[src/hw/asp_pkg.sv]
// package: constants and types for the converter sample output port
package asp_pkg;
  // ---------------------------------------------------------------
  // widths and timing
  // ---------------------------------------------------------------
  localparam int ASP_DATA_W = 10;
  localparam int ASP_LATENCY_CYC = 6;
  localparam int ASP_WAKE_CYC = 20;
  localparam int ASP_FIFO_DEPTH = 8;
  localparam logic [9:0] ASP_MID_CODE = 10'h200;
  localparam logic [9:0] ASP_DATA_RST = 10'h000;
  // ---------------------------------------------------------------
  // range select levels
  // ---------------------------------------------------------------
  typedef enum logic [1:0] {
    ASP_RANGE_1V0 = 2'h0,
    ASP_RANGE_1V5 = 2'h1,
    ASP_RANGE_2V0 = 2'h3
  } asp_range_e;
  // power state, gray along off -> wake -> run
  typedef enum logic [1:0] {
    ASP_ST_OFF = 2'h0,
    ASP_ST_WAKE = 2'h1,
    ASP_ST_RUN = 2'h3
  } asp_state_e;
  // sample word travelling through the pipeline; only its code enters the fifo
  typedef struct packed {
    logic valid;
    logic [9:0] code;
  } asp_word_s;
endpackage

[src/hw/asp_fifo.sv]
// file: parameterised valid/ready fifo
`timescale 1ns/1ps
`default_nettype none
module asp_fifo #(
  parameter int WIDTH = 10,
  parameter int DEPTH = 8
) (
  input wire logic clk, // clock
  input wire logic reset, // async reset, high
  input wire logic flush, // drop all content
  input wire logic in_valid, // write request
  output logic in_ready, // not full
  input wire logic [WIDTH-1:0] in_data, // write word
  output logic out_valid, // not empty
  input wire logic out_ready, // reader takes word
  output logic [WIDTH-1:0] out_data // head word
);
  localparam int AW = $clog2(DEPTH);
  logic [WIDTH-1:0] mem_q [DEPTH];
  logic [AW-1:0] wr_q;
  logic [AW-1:0] rd_q;
  logic [AW:0] cnt_q;
  logic push;
  logic pop;
  // handshake terms
  assign in_ready = (cnt_q != (AW+1)'(DEPTH));
  assign out_valid = (cnt_q != '0);
  assign push = in_valid && in_ready;
  assign pop = out_valid && out_ready;
  assign out_data = mem_q[rd_q];
  // storage
  always_ff @(posedge clk) begin
    if (push) begin
      mem_q[wr_q] <= in_data;
    end
  end
  // pointers and fill count
  always_ff @(posedge clk or posedge reset) begin
    if (reset) begin
      wr_q <= '0;
      rd_q <= '0;
      cnt_q <= '0;
    end else if (flush) begin
      wr_q <= '0;
      rd_q <= '0;
      cnt_q <= '0;
    end else begin
      if (push) begin
        wr_q <= (wr_q == AW'(DEPTH-1)) ? '0 : wr_q + 1'b1;
      end
      if (pop) begin
        rd_q <= (rd_q == AW'(DEPTH-1)) ? '0 : rd_q + 1'b1;
      end
      cnt_q <= cnt_q + (AW+1)'(push) - (AW+1)'(pop);
    end
  end
endmodule // asp_fifo
`default_nettype wire

[src/hw/asp_core.sv]
// file: digital side of the pipelined 10-bit converter output port
`timescale 1ns/1ps
`default_nettype none
module asp_core
  import asp_pkg::*;
#(
  parameter int DATA_W = ASP_DATA_W,
  parameter int LATENCY = ASP_LATENCY_CYC,
  parameter int WAKE = ASP_WAKE_CYC,
  parameter int DEPTH = ASP_FIFO_DEPTH
) (
  input wire logic clk, // sampling clock
  input wire logic reset, // async reset, high
  input wire logic [DATA_W-1:0] sample_code, // quantiser result, offset binary
  input wire logic power_down_request, // pin, high = standby
  input wire logic output_format_select, // pin, high = two's complement
  input wire logic [1:0] input_range_select, // pin level code
  output logic [DATA_W-1:0] data_out, // output word
  output logic data_valid, // head word is valid
  input wire logic data_ready, // capture takes word
  output logic sample_ready, // fifo accepting samples
  output asp_range_e range_active, // decoded span
  output logic powered_down // standby state
);
  // ---------------------------------------------------------------
  // pin synchronisers
  // ---------------------------------------------------------------
  // wake counter wide enough for the whole interval
  localparam int WAKE_W = $clog2(WAKE + 1);
  // synchroniser flops
  logic [1:0] pin_meta_q;
  logic [1:0] pin_sync_q;
  logic [1:0] rng_meta_q;
  logic [1:0] rng_sync_q;
  logic pd;
  logic fmt;
  // power state
  asp_state_e state_q;
  logic [WAKE_W-1:0] wake_q;
  // pipeline stages
  asp_word_s pipe_q [LATENCY];
  asp_word_s head;
  // buffer and output stage
  logic [DATA_W-1:0] fifo_data;
  logic fifo_valid;
  logic fifo_pop;
  logic out_valid_q;
  // standby and format pins; standby reads as asserted until seen twice
  always_ff @(posedge clk or posedge reset) begin
    if (reset) begin
      pin_meta_q <= 2'h1;
      pin_sync_q <= 2'h1;
    end else begin
      pin_meta_q <= {output_format_select, power_down_request};
      pin_sync_q <= pin_meta_q;
    end
  end
  // range pin, two flops
  always_ff @(posedge clk or posedge reset) begin
    if (reset) begin
      rng_meta_q <= 2'h0;
      rng_sync_q <= 2'h0;
    end else begin
      rng_meta_q <= input_range_select;
      rng_sync_q <= rng_meta_q;
    end
  end
  assign pd = pin_sync_q[0];
  assign fmt = pin_sync_q[1];
  // ---------------------------------------------------------------
  // helper functions
  // ---------------------------------------------------------------
  // two's complement is offset binary with the msb inverted
  function automatic logic [DATA_W-1:0] fmt_word(input logic [DATA_W-1:0] code, input logic twos);
    if (twos) begin
      fmt_word = code ^ DATA_W'(ASP_MID_CODE);
    end else begin
      fmt_word = code;
    end
  endfunction
  // pin level code to span; the one unused code, 2'h2, reads as ASP_RANGE_1V0, like 2'h0
  function automatic asp_range_e range_of(input logic [1:0] lvl);
    unique case (lvl)
      2'h3: range_of = ASP_RANGE_2V0;
      2'h1: range_of = ASP_RANGE_1V5;
      default: range_of = ASP_RANGE_1V0;
    endcase
  endfunction
  // ---------------------------------------------------------------
  // range decode
  // ---------------------------------------------------------------
  // span from pin level
  // registered so the span changes only on a clock edge
  always_ff @(posedge clk or posedge reset) begin
    if (reset) begin
      range_active <= ASP_RANGE_1V0;
    end else begin
      range_active <= range_of(rng_sync_q);
    end
  end
  // ---------------------------------------------------------------
  // power state
  // ---------------------------------------------------------------
  // standby and wake sequencing
  always_ff @(posedge clk or posedge reset) begin
    if (reset) begin
      state_q <= ASP_ST_OFF;
    end else if (pd) begin
      state_q <= ASP_ST_OFF;
    end else begin
      unique case (state_q)
        // leaving standby always passes through the wake interval
        ASP_ST_OFF: state_q <= ASP_ST_WAKE;
        ASP_ST_WAKE: begin
          if (wake_q == WAKE_W'(WAKE - 1)) begin
            state_q <= ASP_ST_RUN;
          end
        end
        ASP_ST_RUN: state_q <= ASP_ST_RUN;
        default: state_q <= ASP_ST_OFF;
      endcase
    end
  end
  // wake-up interval count, idle outside the wake state
  always_ff @(posedge clk or posedge reset) begin
    if (reset) begin
      wake_q <= '0;
    end else if (pd || (state_q != ASP_ST_WAKE)) begin
      wake_q <= '0;
    end else begin
      wake_q <= wake_q + WAKE_W'(1);
    end
  end
  // ---------------------------------------------------------------
  // status
  // ---------------------------------------------------------------
  // standby flag straight from the state register
  assign powered_down = (state_q == ASP_ST_OFF);
  // ---------------------------------------------------------------
  // conversion pipeline
  // ---------------------------------------------------------------
  // one word per cycle, fixed latency
  // stages shift only while the buffer accepts, so nothing is lost
  // codes are zeroed, not only flagged, so no stale word can surface
  always_ff @(posedge clk or posedge reset) begin
    if (reset) begin
      for (int i = 0; i < LATENCY; i++) begin
        pipe_q[i] <= '0;
      end
    end else if (pd) begin
      for (int i = 0; i < LATENCY; i++) begin
        pipe_q[i] <= '0;
      end
    end else if (sample_ready) begin
      pipe_q[0] <= '{valid: (state_q == ASP_ST_RUN), code: sample_code};
      for (int i = 1; i < LATENCY; i++) begin
        pipe_q[i] <= pipe_q[i-1];
      end
    end
  end
  assign head = pipe_q[LATENCY-1];
  // ---------------------------------------------------------------
  // output buffer
  // ---------------------------------------------------------------
  // absorbs capture back-pressure; when full the pipeline holds
  // and no quantiser result is taken until room returns
  asp_fifo #(
    .WIDTH(DATA_W),
    .DEPTH(DEPTH)
  ) u_fifo (
    .clk(clk),
    .reset(reset),
    .flush(pd),
    .in_valid(head.valid),
    .in_ready(sample_ready),
    .in_data(head.code),
    .out_valid(fifo_valid),
    .out_ready(fifo_pop),
    .out_data(fifo_data)
  );
  // ---------------------------------------------------------------
  // output register stage
  // ---------------------------------------------------------------
  // head word moves out when the output register is empty or taken
  assign fifo_pop = fifo_valid && (!out_valid_q || data_ready);
  // valid flag, cleared by standby; the word stands until taken
  always_ff @(posedge clk or posedge reset) begin
    if (reset) begin
      out_valid_q <= 1'b0;
    end else if (pd) begin
      out_valid_q <= 1'b0;
    end else if (!out_valid_q || data_ready) begin
      out_valid_q <= fifo_valid;
    end
  end
  // flag and word load at the same edge, so capture sees them together
  assign data_valid = out_valid_q && !pd;
  // format applied as the word is loaded
  always_ff @(posedge clk or posedge reset) begin
    if (reset) begin
      data_out <= ASP_DATA_RST;
    end else if (pd) begin
      // standby word held at zero, flagged invalid
      data_out <= ASP_DATA_RST;
    end else if (fifo_pop) begin
      data_out <= fmt_word(fifo_data, fmt);
    end
  end
endmodule // asp_core
`default_nettype wire

[config.mk]
export PLATFORM = sky130hd
export DESIGN_NAME = asp_core
export DESIGN_NICKNAME = d
export VERILOG_FILES = /design/src/hw/asp_pkg.sv /design/src/hw/asp_fifo.sv /design/src/hw/asp_core.sv
export SDC_FILE = /design/constraint.sdc
export NUM_CORES = 1
export LEC_CHECK = 0
export BUFFER_PORTS_ARGS = -buffer_cell sky130_fd_sc_hd__buf_4
export CORE_MARGIN = 3
export CORE_UTILIZATION = 61
export CTS_CLUSTER_DIAMETER = 200
export CTS_CLUSTER_SIZE = 14
export DETAILED_ROUTE_END_ITERATION = 12
export PLACE_DENSITY_LB_ADDON = 0.1
export SYNTH_ARGS = -nofsm -noshare
export SYNTH_HDL_FRONTEND = slang
export SYNTH_HIERARCHICAL = 1
export SYNTH_SLANG_ARGS = --single-unit
[constraint.sdc]
create_clock -name clk -period 8.8 [get_ports clk]
set_input_delay 1.76 -clock clk [delete_from_list [all_inputs] [get_ports clk]]
set_output_delay 1.76 -clock clk [all_outputs]
set_load 0.01 [all_outputs]
# Yosys cells after proc, flatten, opt, wreduce, memory -nomap -nowiden
# Memories as Yosys holds them, arrays and structs flattened.
# Index checks and enable logic that the tools add are counted.
# W data, S select, Z words.
[word_totals]
regBits = 104
ram_bits = 80
input_bits = 17
output_inout_bits = 15
word_cells = 77
memories = 1
[classes]
n_addsub = 5
n_eq_ne = 10
mux = 21
bitwise = 1
n_reduce_logical = 15
[mem_list]
columns = ["name", "depth", "width", "read_ports", "rd_ports_with_merged_regs", "wr", "line_no", "text"]
rows = [
  ["u_fifo.mem_q", 8, 10, 1, 0, 1, "asp_fifo.sv:19", "logic [WIDTH-1:0] mem_q [DEPTH];"],
]
[op_table]
columns = ["cell", "count"]
rows = [
  ["$mux W66", 2],
  ["$mux W10", 3],
  ["$mux W3", 6],
  ["$reduce_bool A2 Y1", 5],
  ["$add A3 B1 Y3 const B", 2],
  ["$eq A3 B3 Y1 const B", 2],
  ["$pmux W2 S3", 1],
  ["$add A5 B1 Y5 const B", 1],
  ["$eq A5 B5 Y1 const B", 1],
  ["$mux W5", 1],
  ["$add A4 B1 Y4", 1],
  ["$eq A2 B1 Y1 const B", 2],
  ["$eq A2 B2 Y1 const B", 2],
  ["$logic_and A1 B1 Y1", 4],
  ["$mux W1", 4],
  ["$mux W2", 2],
  ["$mux W4", 1],
  ["$ne A4 B4 Y1 const B", 1],
  ["$pmux W2 S2", 1],
  ["$reduce_bool A4 Y1", 1],
  ["$sub A4 B1 Y4", 1],
  ["$ne A3 B3 Y1 const B", 1],
  ["$logic_not A1 Y1", 2],
  ["$logic_not A2 Y1", 1],
  ["other kinds (3)", 4],
]

# Longest topological paths before layout
# Gate-level depths: netlist of the first run.
[depth]
ltp_word = 6
depth_mapped = 13

# By module
# Netlist of the first run, hierarchy kept.
[modules_own_cells]
columns = ["module", "instances", "cells_per_inst", "area_per_inst_um2", "seq_area_each_um2"]
rows = [
  ["asp_core", 1, 306, 3804.9, 2354.8],
  ["asp_fifo", 1, 191, 3739.8, 2652.5],
]

# Worst setup path before layout of the first run
# OpenSTA, ideal clock, no wires.
[synth_path]
path_kind = "input to register"
startpoint = "input port data_ready"
endpoint = "register u_fifo.cnt_q[2]"
setup_ns = 0.132
arrival_ns = 3.283
t_required_ns = 8.668
slack_ns = 5.385
cell_stages = 10
path_buffers = 0
path_cell_list = "nand2b_1 -> and2_1 -> inv_1 -> nor2_1 -> ha_1 -> inv_1 -> ha_1 -> fa_1 -> xnor2_1 -> nor2_1"
[synth_between]
elab_chain_len = 5
[synth_lines]
columns = ["item", "line_no", "text"]
rows = [
  ["start, declared", "asp_core.sv:20", "input wire logic data_ready,"],
  ["$logic_or A1 B1 Y1", "asp_core.sv:185", "assign fifo_pop = fifo_valid && (!out_valid_q || data_ready);"],
  ["$logic_and A1 B1 Y1", "asp_core.sv:185", ""],
  ["net fifo_pop", "asp_core.sv:46", "logic fifo_pop;"],
  ["$logic_and A1 B1 Y1", "asp_fifo.sv:29", "assign pop = out_valid && out_ready;"],
  ["$sub A4 B1 Y4", "asp_fifo.sv:54", "cnt_q <= cnt_q + (AW+1)'(push) - (AW+1)'(pop);"],
  ["$mux W4", "asp_fifo.sv:43", "end else if (flush) begin"],
  ["end signal, assigned", "asp_fifo.sv:54", ""],
  ["end, declared", "asp_fifo.sv:22", "logic [AW:0] cnt_q;"],
]
# The timed path passes the listed nets, and every way through them passes these cells.
# A chain may end at the register's enable or synchronous reset.

# Worst setup path in the final report of the first run
# Same ends and word-level chain as after synthesis.

==> qor.csv, run 1 <==
stage,metric,value,unit
sta,fin. max-slew vios,0,
worst_setup_path,Crit Path Category,in -> reg,
die,number of I/O pins,32,
sta,Period minus WS final,3720,ps
routing,Via-to-Cell Ratio,5.51,
yosys,top cell type's share of synthesized area,33.8,%
sta,part of the cycle the worst path needs,42.3,%
worst_setup_path,CP arrival,4000,ps
grt,GRT Overall Usage,18.0,%
yosys,sequential element share of the synthesized area,66.4,%
yosys,Ys Warns,6,
worst_setup_path,Crit. Startpoint,data_ready,
routing,total number of vias,3864,
yosys,share of synthesized registers carrying an async set or reset,56.5,%
sta,Min Hold Slack,354,ps
grt,first-pass GRT wire length,18.7,mm
die,die width,117,microns
worst_setup_path,origin of the critical flop-to-flop path,u_fifo/cnt_q[2],
power_and_ir_drop,Pleak,3.70,nW
die,initial core utilization,64.2,%
final_layout,Layout Area Growth over Synthesis,11.7,%
place,worst slack at placement,4670,ps
clocking,Setup Buffers After CTS,0,
sta,final hold viol count,0,
place,input/output buffers,31,
sta,Max Fclk,0.269,GHz
yosys,Yosys reg bits,184,
worst_setup_path,Crit path required time,9080,ps
clocking,PostCTS Resize Cnt,0,
place,dpl hpwl,6.72,mm
yosys,syn avg cell area,15.2,sq um
sta,clk_skew,6.82,ps
worst_setup_path,critical path endpoint category,register,
yosys,Syn Inst Count,497,
power_and_ir_drop,Worst IR Drop VDD,0.000178,V
routing,drt first pass iters,4,
clocking,clk buf depth,2,
yosys,"top cells by area, synth","dfrtp_1 (34%), edfxtp_1 (32%), mux2i_1 (8.8%)",
sta,worst relative slew slack,25.7,%
yosys,top-count cell post-synth,dfrtp_1,
grt,largest net degree at the start of global routing,93,
flow_run,Max Cap Violations,0,
routing,DRT antenna net count,0,
clocking,clock slew at reported path FFs,60,ps
yosys,post-synthesis cell type count,37,
final_layout,fin nets,552,
final_layout,Final Cell Area,8420,sq um
yosys,post-synth net total,525,
clocking,Root Driver,clkbuf_16,
routing,Detailed Route WL,11.1,mm
yosys,most frequent cells after synthesis,"dfrtp_1 (102), nor2_1 (82), edfxtp_1 (80), mux2i_1 (66), a21oi_1 (20)",
power_and_ir_drop,Power Dens Cells,262,nW/um^2
worst_setup_path,CP startpoint kind,input pin,
place,Cells after DPL,669,
final_layout,Final Util,71.6,%
sta,final setup TNS,0,ps
yosys,Post-synth EDFFs,80,
clocking,cts bufs inserted,17,
routing,average routed wire per standard cell,15.8,microns
yosys,"Top FF cell, synth",dfrtp_1,
sta,RSZ-0062 raised after global routing,false,
sta,Worst Max-Slew Pin Slew,1110,ps
yosys,Mapped Area,7540,sq um
clocking,hold-fix buffer count after cts,0,
yosys,post-synth top area cell,dfrtp_1,
final_layout,fill cell count,769,
clocking,CTS tree,built,
min_path,hold_sp,rng_meta_q[0],
final_layout,# diodes,0,
clocking,CTS Sinks,184,
grt,global route overflow,0,
final_layout,Multi-input gate area,2270,sq um
die,core footprint,11800,sq um
clocking,"Clk Latency, worst-skew pair",430,ps
place,routability cong.,0.775,
power_and_ir_drop,total power,2.20,mW
final_layout,sequential standard cell area,5010,sq um
final_layout,fin cells,701,
grt,initial antenna violation count,0,
run_status,run status,finished clean,
clocking,CTS H-tree depth,4,
routing,DR iter-0 viols,263,
grt,vias in the first global route,3849,
routing,DRC viols,0,
sta,# setup viols final,0,
final_layout,share of cells above drive strength 1,16.0,%
die,Site Rows,39,
sta,post-route setup slack,5080,ps
die,Chip Height,117,microns
place,placement-stage cell area,7800,sq um
die,die area,13700,sq um
worst_setup_path,Crit Path Max Fanout,21,
min_path,Hold Path Class,reg -> reg,
-- final timing paths --
check | endpoint | slack [ps] | cells after the start
worst max-delay path | u_fifo/cnt_q[2] | 5080 | 11
worst min-delay path | rng_sync_q[0] | 350 | 0
worst max register to register | u_fifo/cnt_q[2] | 5510 | 13
worst min register to register | rng_sync_q[0] | 350 | 0
max in group asynchronous | pipe_q[23] | 6280 | 3
min in group asynchronous | pin_meta_q[1] | 1250 | 2
-- where the power goes --
| part | internal (mW) | total [mW] | switching, mW |
|---|---|---|---|
| sequential | 0.947 | 1.00 | 0.0550 |
| clock | 0.465 | 0.776 | 0.311 |
| combinational | 0.222 | 0.427 | 0.205 |
-- per-layer routing --
metal | vias to the layer above | part of all wire (%) | track usage [%]
li1 | 1854 | - | -
met5 | - | 0 | 0
met2 | 69 | 49 | 27.8
met1 | 1924 | 46 | 24.5
met3 | 17 | 3.5 | 4.88
met4 | 0 | 1.8 | 8.03
-- registers in the layout, summed over array words and instances, names as in the netlist --
register and count:
state_q 2, u_fifo/wr_q 3, u_fifo/cnt_q 4, wake_q 5
head 11, u_fifo/rd_q 3, pipe_q 55, data_out 10
rng_sync_q 2, range_active 2, rng_meta_q 2, pin_sync_q 2
u_fifo/mem_q 80, out_valid_q 1, pin_meta_q 2
-- worst max-delay path: stages --
cell	delay, ps
buf_4	110
nand2b_1	450
and2_1	370
inv_1	90
nor2_1	70
ha_1	310
inv_1	40
ha_1	200
fa_1	380
xnor2_1	170
nor2_1	50
-- kinds of logic (layout without fill, tap and decap cells) --
logic type / after synthesis / count (layout) / share of synthesized area [%]
buf+inv: 42 / 82 / 3.58
compound gates: 37 / 37 / 3.15
mux: 96 / 96 / 17.2
simple gates: 122 / 122 / 7.23
flops: 184 / 184 / 66.4
fa+ha+maj: 11 / 11 / 1.92
xor+xnor: 5 / 5 / 0.581
-- area by class of cell --
cell class	count	share of cell area [%]
clock inverter	13	1.98
timing repair buffer	36	3.21
multi-input combinational	271	26.9
tap	164	2.44
sequential	184	59.4
clock buffer	19	5.38
inverter	14	0.653
-- cells in the final DEF (no fill, tap or decap), drive strengths merged, types with 2 or more instances in the layout --
cell type / synthesis / final
mux2: 10 / 10
xnor2: 3 / 3
or3: 3 / 3
nand2: 3 / 3
inv: 14 / 16
dfrtp: 102 / 102
clkbuf: 12 / 19
nor2: 82 / 82
o21ai: 5 / 5
nor2b: 3 / 3
nor3b: 2 / 2
mux4: 20 / 20
edfxtp: 80 / 80
clkinv: 0 / 7
mux2i: 66 / 66
nor3: 2 / 2
a21oi: 20 / 20
xor2: 2 / 2
nand2b: 7 / 7
a21bo: 9 / 9
bufinv: 0 / 3
and2: 2 / 2
nand3: 15 / 15
ha: 10 / 10
dfstp: 2 / 2
buf: 16 / 36
Power figures use the tool's default switching activity.
==> run 2: changes to the inputs <==
Settings changed: CORE_UTILIZATION 61 to 55.
Clock period 8.8 ns to 3.27 ns, I/O delays scaled along.
==> qor.csv, run 2 (synthesized netlist as in run 1, its figures left out) <==
stage,metric,value,unit
run_status,run status,finished clean,
worst_setup_path,reg2reg end,u_fifo/cnt_q[2],
worst_setup_path,family with the most delay on the worst path,buffers and inverters,
clocking,clock slew at reported path FFs,70,ps
routing,average routed wire per standard cell,16.5,microns
final_layout,most frequent cells in the layout,"dfrtp_1 (102), nor2_1 (82), edfxtp_1 (80)",
final_layout,"most common cell after layout, fill and taps aside",dfrtp_1,
die,initial core utilization,56.5,%
sta,final hold viol count,0,
worst_setup_path,Crit path largest cell delay,500,ps
sta,part of the cycle the worst path needs,84.9,%
grt,routing usage on met3,4.25,%
power_and_ir_drop,Worst IR Drop VDD,0.000456,V
place,placement-stage cell area,7910,sq um
grt,largest net degree at the start of global routing,70,
place,Cells after DPL,691,
routing,DRC viols,0,
grt,global route overflow,0,
place,routability cong.,0.739,
sta,post-route setup slack,493,ps
routing,Via-to-Cell Ratio,5.46,
routing,Detailed Route WL,11.9,mm
worst_setup_path,slowest CP cell,nor3b_1,
sta,Max Fclk,0.360,GHz
worst_setup_path,critical path's most frequent cell,buf_4,
sta,RSZ-0062 raised after global routing,false,
final_layout,max reg flops,80,
clocking,Root Driver,clkbuf_16,
power_and_ir_drop,switching power,1.57,mW
grt,initial antenna violation count,0,
worst_setup_path,Crit Path Max Fanout,24,
final_layout,Final Cell Area,8560,sq um
sta,fin. max-slew vios,0,
power_and_ir_drop,Power Dens Cells,706,nW/um^2
clocking,"Clk Latency, worst-skew pair",420,ps
power_and_ir_drop,internal power,4.47,mW
sta,Period minus WS final,2780,ps
power_and_ir_drop,sw frac,25.9,%
clocking,clk buf depth,2,
final_layout,Layout Area Growth over Synthesis,13.4,%
routing,DRT antenna net count,0,
worst_setup_path,buffers and inverters on the worst path,4,
worst_setup_path,critical path endpoint category,output pin,
power_and_ir_drop,Combinational Power Share,19.6,%
die,die width,123,microns
place,worst slack at placement,540,ps
die,core footprint,13300,sq um
power_and_ir_drop,Pleak,3.77,nW
worst_setup_path,origin of the critical flop-to-flop path,u_fifo/cnt_q[2],
grt,first-pass GRT wire length,20.5,mm
sta,Worst Max-Slew Pin Slew,959,ps
clocking,CTS Sinks,184,
worst_setup_path,Crit Path Category,reg -> out,
flow_run,Max Cap Violations,0,
sta,# setup viols final,0,
worst_setup_path,Crit path required time,2620,ps
clocking,CTS H-tree depth,4,
clocking,PostCTS Resize Cnt,0,
worst_setup_path,critical-path cell list,"inv_1, ha_1, nor3b_1, clkinv_2, buf_4, buf_4",
sta,clk_skew,7.39,ps
die,Chip Height,123,microns
clocking,hold-fix buffer count after cts,0,
sta,final setup TNS,0,ps
final_layout,share of cells above drive strength 1,17.6,%
routing,drt first pass iters,4,
grt,GRT busiest layer,met2,
clocking,CTS tree,built,
final_layout,Final Util,64.1,%
final_layout,# diodes,0,
routing,total number of vias,3948,
min_path,Hold Path Class,in -> async,
worst_setup_path,CP startpoint kind,register,
grt,vias in the first global route,3949,
die,die area,15200,sq um
worst_setup_path,worst r2r path cells,13,
clocking,cts bufs inserted,17,
power_and_ir_drop,Clock power frac,35.9,%
die,Site Rows,42,
sta,worst relative slew slack,36.0,%
grt,M2 GR Usage,27.1,%
grt,met1 Usage GRT,25.1,%
routing,DR iter-0 viols,247,
worst_setup_path,CP arrival,2120,ps
final_layout,fin cells,723,
final_layout,fin nets,562,
final_layout,Largest Register,u_fifo/mem_q,
clocking,Setup Buffers After CTS,0,
power_and_ir_drop,Seq pwr share,44.5,%
die,number of I/O pins,32,
worst_setup_path,Worst R2R Setup Slack,530,ps
final_layout,fill cell count,1006,
place,input/output buffers,31,
place,dpl hpwl,7.31,mm
grt,GRT Overall Usage,17.9,%
## run 2: cell count changes in the layout (fill, tap and decap cells not counted)
cell	delta
bufinv_16	-1
clkinvlp_4	-1
clkinv_2	-1
buf_12	+1
buf_4	+9
clkbuf_16	+3
## run 2: power groups by stage
| stage | clock network, mW | registers [mW] | logic, mW |
|---|---|---|---|
| final | 2.17 | 2.69 | 1.18 |
| after floorplan | 0 | 2.68 | 1.04 |
| after detailed placement | 0 | 2.74 | 1.19 |
| after global routing | 2.33 | 2.72 | 1.32 |
| after CTS | 2.22 | 2.70 | 1.20 |
| after global placement | 0 | 2.73 | 1.16 |
## run 2: final cells by class
class	instances	area [sq um]	area share (%)
well taps	176	220	2.57
inverters	14	55.1	0.643
clock inverters	10	124	1.45
flip-flops and latches	184	5010	58.5
clock buffers	22	528	6.17
repair buffers	46	358	4.18
multi-input cells	271	2270	26.5
## run 2: how the worst max path moves through the flow
stage,to,start,slack (ps),cells past startpoint
global placement,u_fifo/cnt_q[2],u_fifo/cnt_q[2],600,13
floorplan,data_out[0],reset,170,1
CTS,sample_ready,u_fifo/cnt_q[2],470,6
detailed placement,u_fifo/cnt_q[2],u_fifo/cnt_q[2],540,13
finish,sample_ready,u_fifo/cnt_q[2],490,6
global route,u_fifo/cnt_q[2],u_fifo/cnt_q[2],270,13
## run 2: through the flow
step | hold WS, ps | total power, mW
global route | 237 | 6.36
global placement | 336 | 3.90
detailed placement | 336 | 3.93
CTS | 220 | 6.11
floorplan | 331 | 3.72
finish | 227 | 6.04
## run 2: routing by layer
metal | part of all wire, % | up-vias
met5 | 0 | -
met4 | 1.4 | 0
met1 | 46 | 2008
li1 | - | 1869
met2 | 48 | 59
met3 | 3.9 | 12
## run 2: worst reg2reg max path, delay by kind of cell (launching register included)
| family | cells | cell delay (ps) |
|---|---|---|
| xor gates and xnor gates | 1 | 160 |
| adders and majority gates | 4 | 1030 |
| buffers and inverters | 4 | 320 |
| and+or+nand+nor | 4 | 730 |
| DFF | 1 | 360 |
==> run 3: changes to the inputs <==
Clock period 3.27 ns to 2.4 ns, I/O delays scaled along.
==> qor.csv, run 3 (synthesized netlist as in run 1, its figures left out) <==
stage,metric,value,unit
die,core footprint,13300,sq um
die,Chip Height,123,microns
worst_setup_path,origin of the critical flop-to-flop path,u_fifo/cnt_q[3],
clocking,Root Driver,clkbuf_16,
place,dpl hpwl,7.68,mm
sta,Min Hold Slack,59.8,ps
die,initial core utilization,56.5,%
run_status,run status,finished clean,
worst_setup_path,Worst R2R Setup Slack,70,ps
worst_setup_path,Crit path required time,2750,ps
final_layout,fin nets,569,
clocking,clock slew at reported path FFs,60,ps
clocking,CTS H-tree depth,4,
grt,first-pass GRT wire length,20.5,mm
die,die area,15200,sq um
worst_setup_path,Crit Path Max Fanout,3,
power_and_ir_drop,Pleak,3.78,nW
sta,worst relative slew slack,33.6,%
worst_setup_path,Crit Path Category,reg -> reg,
final_layout,max reg flops,80,
flow_run,Max Cap Violations,0,
worst_setup_path,critical path endpoint category,register,
sta,fin. max-slew vios,0,
routing,DRC viols,0,
final_layout,fill cell count,978,
final_layout,Multi-input gate area,2290,sq um
clocking,CTS tree,built,
clocking,"Clk Latency, worst-skew pair",420,ps
final_layout,sequential standard cell area,5010,sq um
worst_setup_path,crit path capture,u_fifo/cnt_q[1],
final_layout,share of cells above drive strength 1,19.7,%
clocking,hold-fix buffer count after cts,0,
power_and_ir_drop,Worst IR Drop VDD,0.000527,V
routing,drt first pass iters,4,
routing,Via-to-Cell Ratio,5.45,
worst_setup_path,reg2reg end,u_fifo/cnt_q[1],
routing,average routed wire per standard cell,16.8,microns
die,die width,123,microns
routing,Detailed Route WL,12.3,mm
routing,DR iter-0 viols,243,
final_layout,Final Util,64.7,%
grt,GRT Overall Usage,18.0,%
sta,part of the cycle the worst path needs,97.0,%
grt,initial antenna violation count,0,
final_layout,Layout Area Growth over Synthesis,14.5,%
power_and_ir_drop,total power,8.30,mW
sta,clk_skew,7.36,ps
routing,total number of vias,3975,
final_layout,most frequent cells in the layout,"dfrtp_1 (102), nor2_1 (82), edfxtp_1 (80)",
sta,# setup viols final,0,
sta,RSZ-0062 raised after global routing,true,
place,routability cong.,0.785,
power_and_ir_drop,Power Dens Cells,961,nW/um^2
place,input/output buffers,31,
clocking,CTS Sinks,184,
die,number of I/O pins,32,
clocking,clk buf depth,2,
worst_setup_path,worst r2r path cells,12,
grt,global route overflow,0,
worst_setup_path,CP arrival,2680,ps
worst_setup_path,CP startpoint kind,register,
sta,Period minus WS final,2330,ps
min_path,Hold Path Class,in -> async,
final_layout,"most common cell after layout, fill and taps aside",dfrtp_1,
grt,largest net degree at the start of global routing,74,
sta,final setup TNS,0,ps
sta,final hold viol count,0,
worst_setup_path,Crit. Startpoint,u_fifo/cnt_q[3],
sta,Worst Max-Slew Pin Slew,992,ps
final_layout,Largest Register,u_fifo/mem_q,
die,Site Rows,42,
sta,Max Fclk,0.430,GHz
grt,vias in the first global route,3893,
clocking,cts bufs inserted,17,
routing,DRT antenna net count,0,
final_layout,# diodes,0,
## run 3: final cells by class
class,instances,share of cell area [%]
Sequential cell,184,58.0
Multi-Input combinational cell,271,26.5
Timing Repair Buffer,53,5.23
Clock buffer,20,5.05
Tap cell,176,2.55
Clock inverter,12,2.03
Inverter,14,0.666
## run 3: worst min-delay path by stage
stage               slack [ps]  cells past startpoint         endpoint     startpoint
global placement           340                      0    rng_sync_q[0]  rng_meta_q[0]
finish                      60                      2   u_fifo/rd_q[2]          reset
detailed placement         340                      0    rng_sync_q[0]  rng_meta_q[0]
floorplan                  320                      1  u_fifo/cnt_q[0]          reset
CTS                         50                      2   u_fifo/rd_q[2]          reset
global route                70                      2   u_fifo/rd_q[2]          reset
## run 3: where the power goes
| part | internal [mW] | switching, mW |
|---|---|---|
| Sequential | 3.47 | 0.169 |
| Clock | 1.74 | 1.10 |
| Combinational | 0.947 | 0.866 |
## run 3: critical path: stages (launching register included)
cell     delay, ps
dfrtp_1        400
inv_2           60
ha_2           160
nor3b_4        190
inv_1           80
and2_1         160
inv_2           60
nor2_1          60
ha_1           280
inv_2           30
ha_2           170
fa_2           510
nor2b_1        120
## run 3: metal layers
layer / GRT usage, % / part of all wire [%] / up-vias
met3: 3.98 / 3.5 / 17
met5: 0 / 0 / -
met1: 25.2 / 46 / 2001
li1: - / - / 1884
met2: 28.0 / 49 / 73
met4: 6.44 / 1.5 / 0
## run 3: timing repair
| item | 4_1_cts | 5_1_grt |
|---|---|---|
| pin swaps | 1 | 2 |
| endpoints found under the setup margin | 3 | 67 |
| resized for setup | 3 | 7 |
| buffers inserted | 0 | 2 |
## run 3: stage by stage
step	area (sq um)	cells	worst slack, ps
finish	8640	730	72.8
global route	8640	730	-44.3
CTS	8610	728	10.6
detailed placement	7990	696	18.1
global placement	7990	696	81.2
floorplan	7550	497	34.8
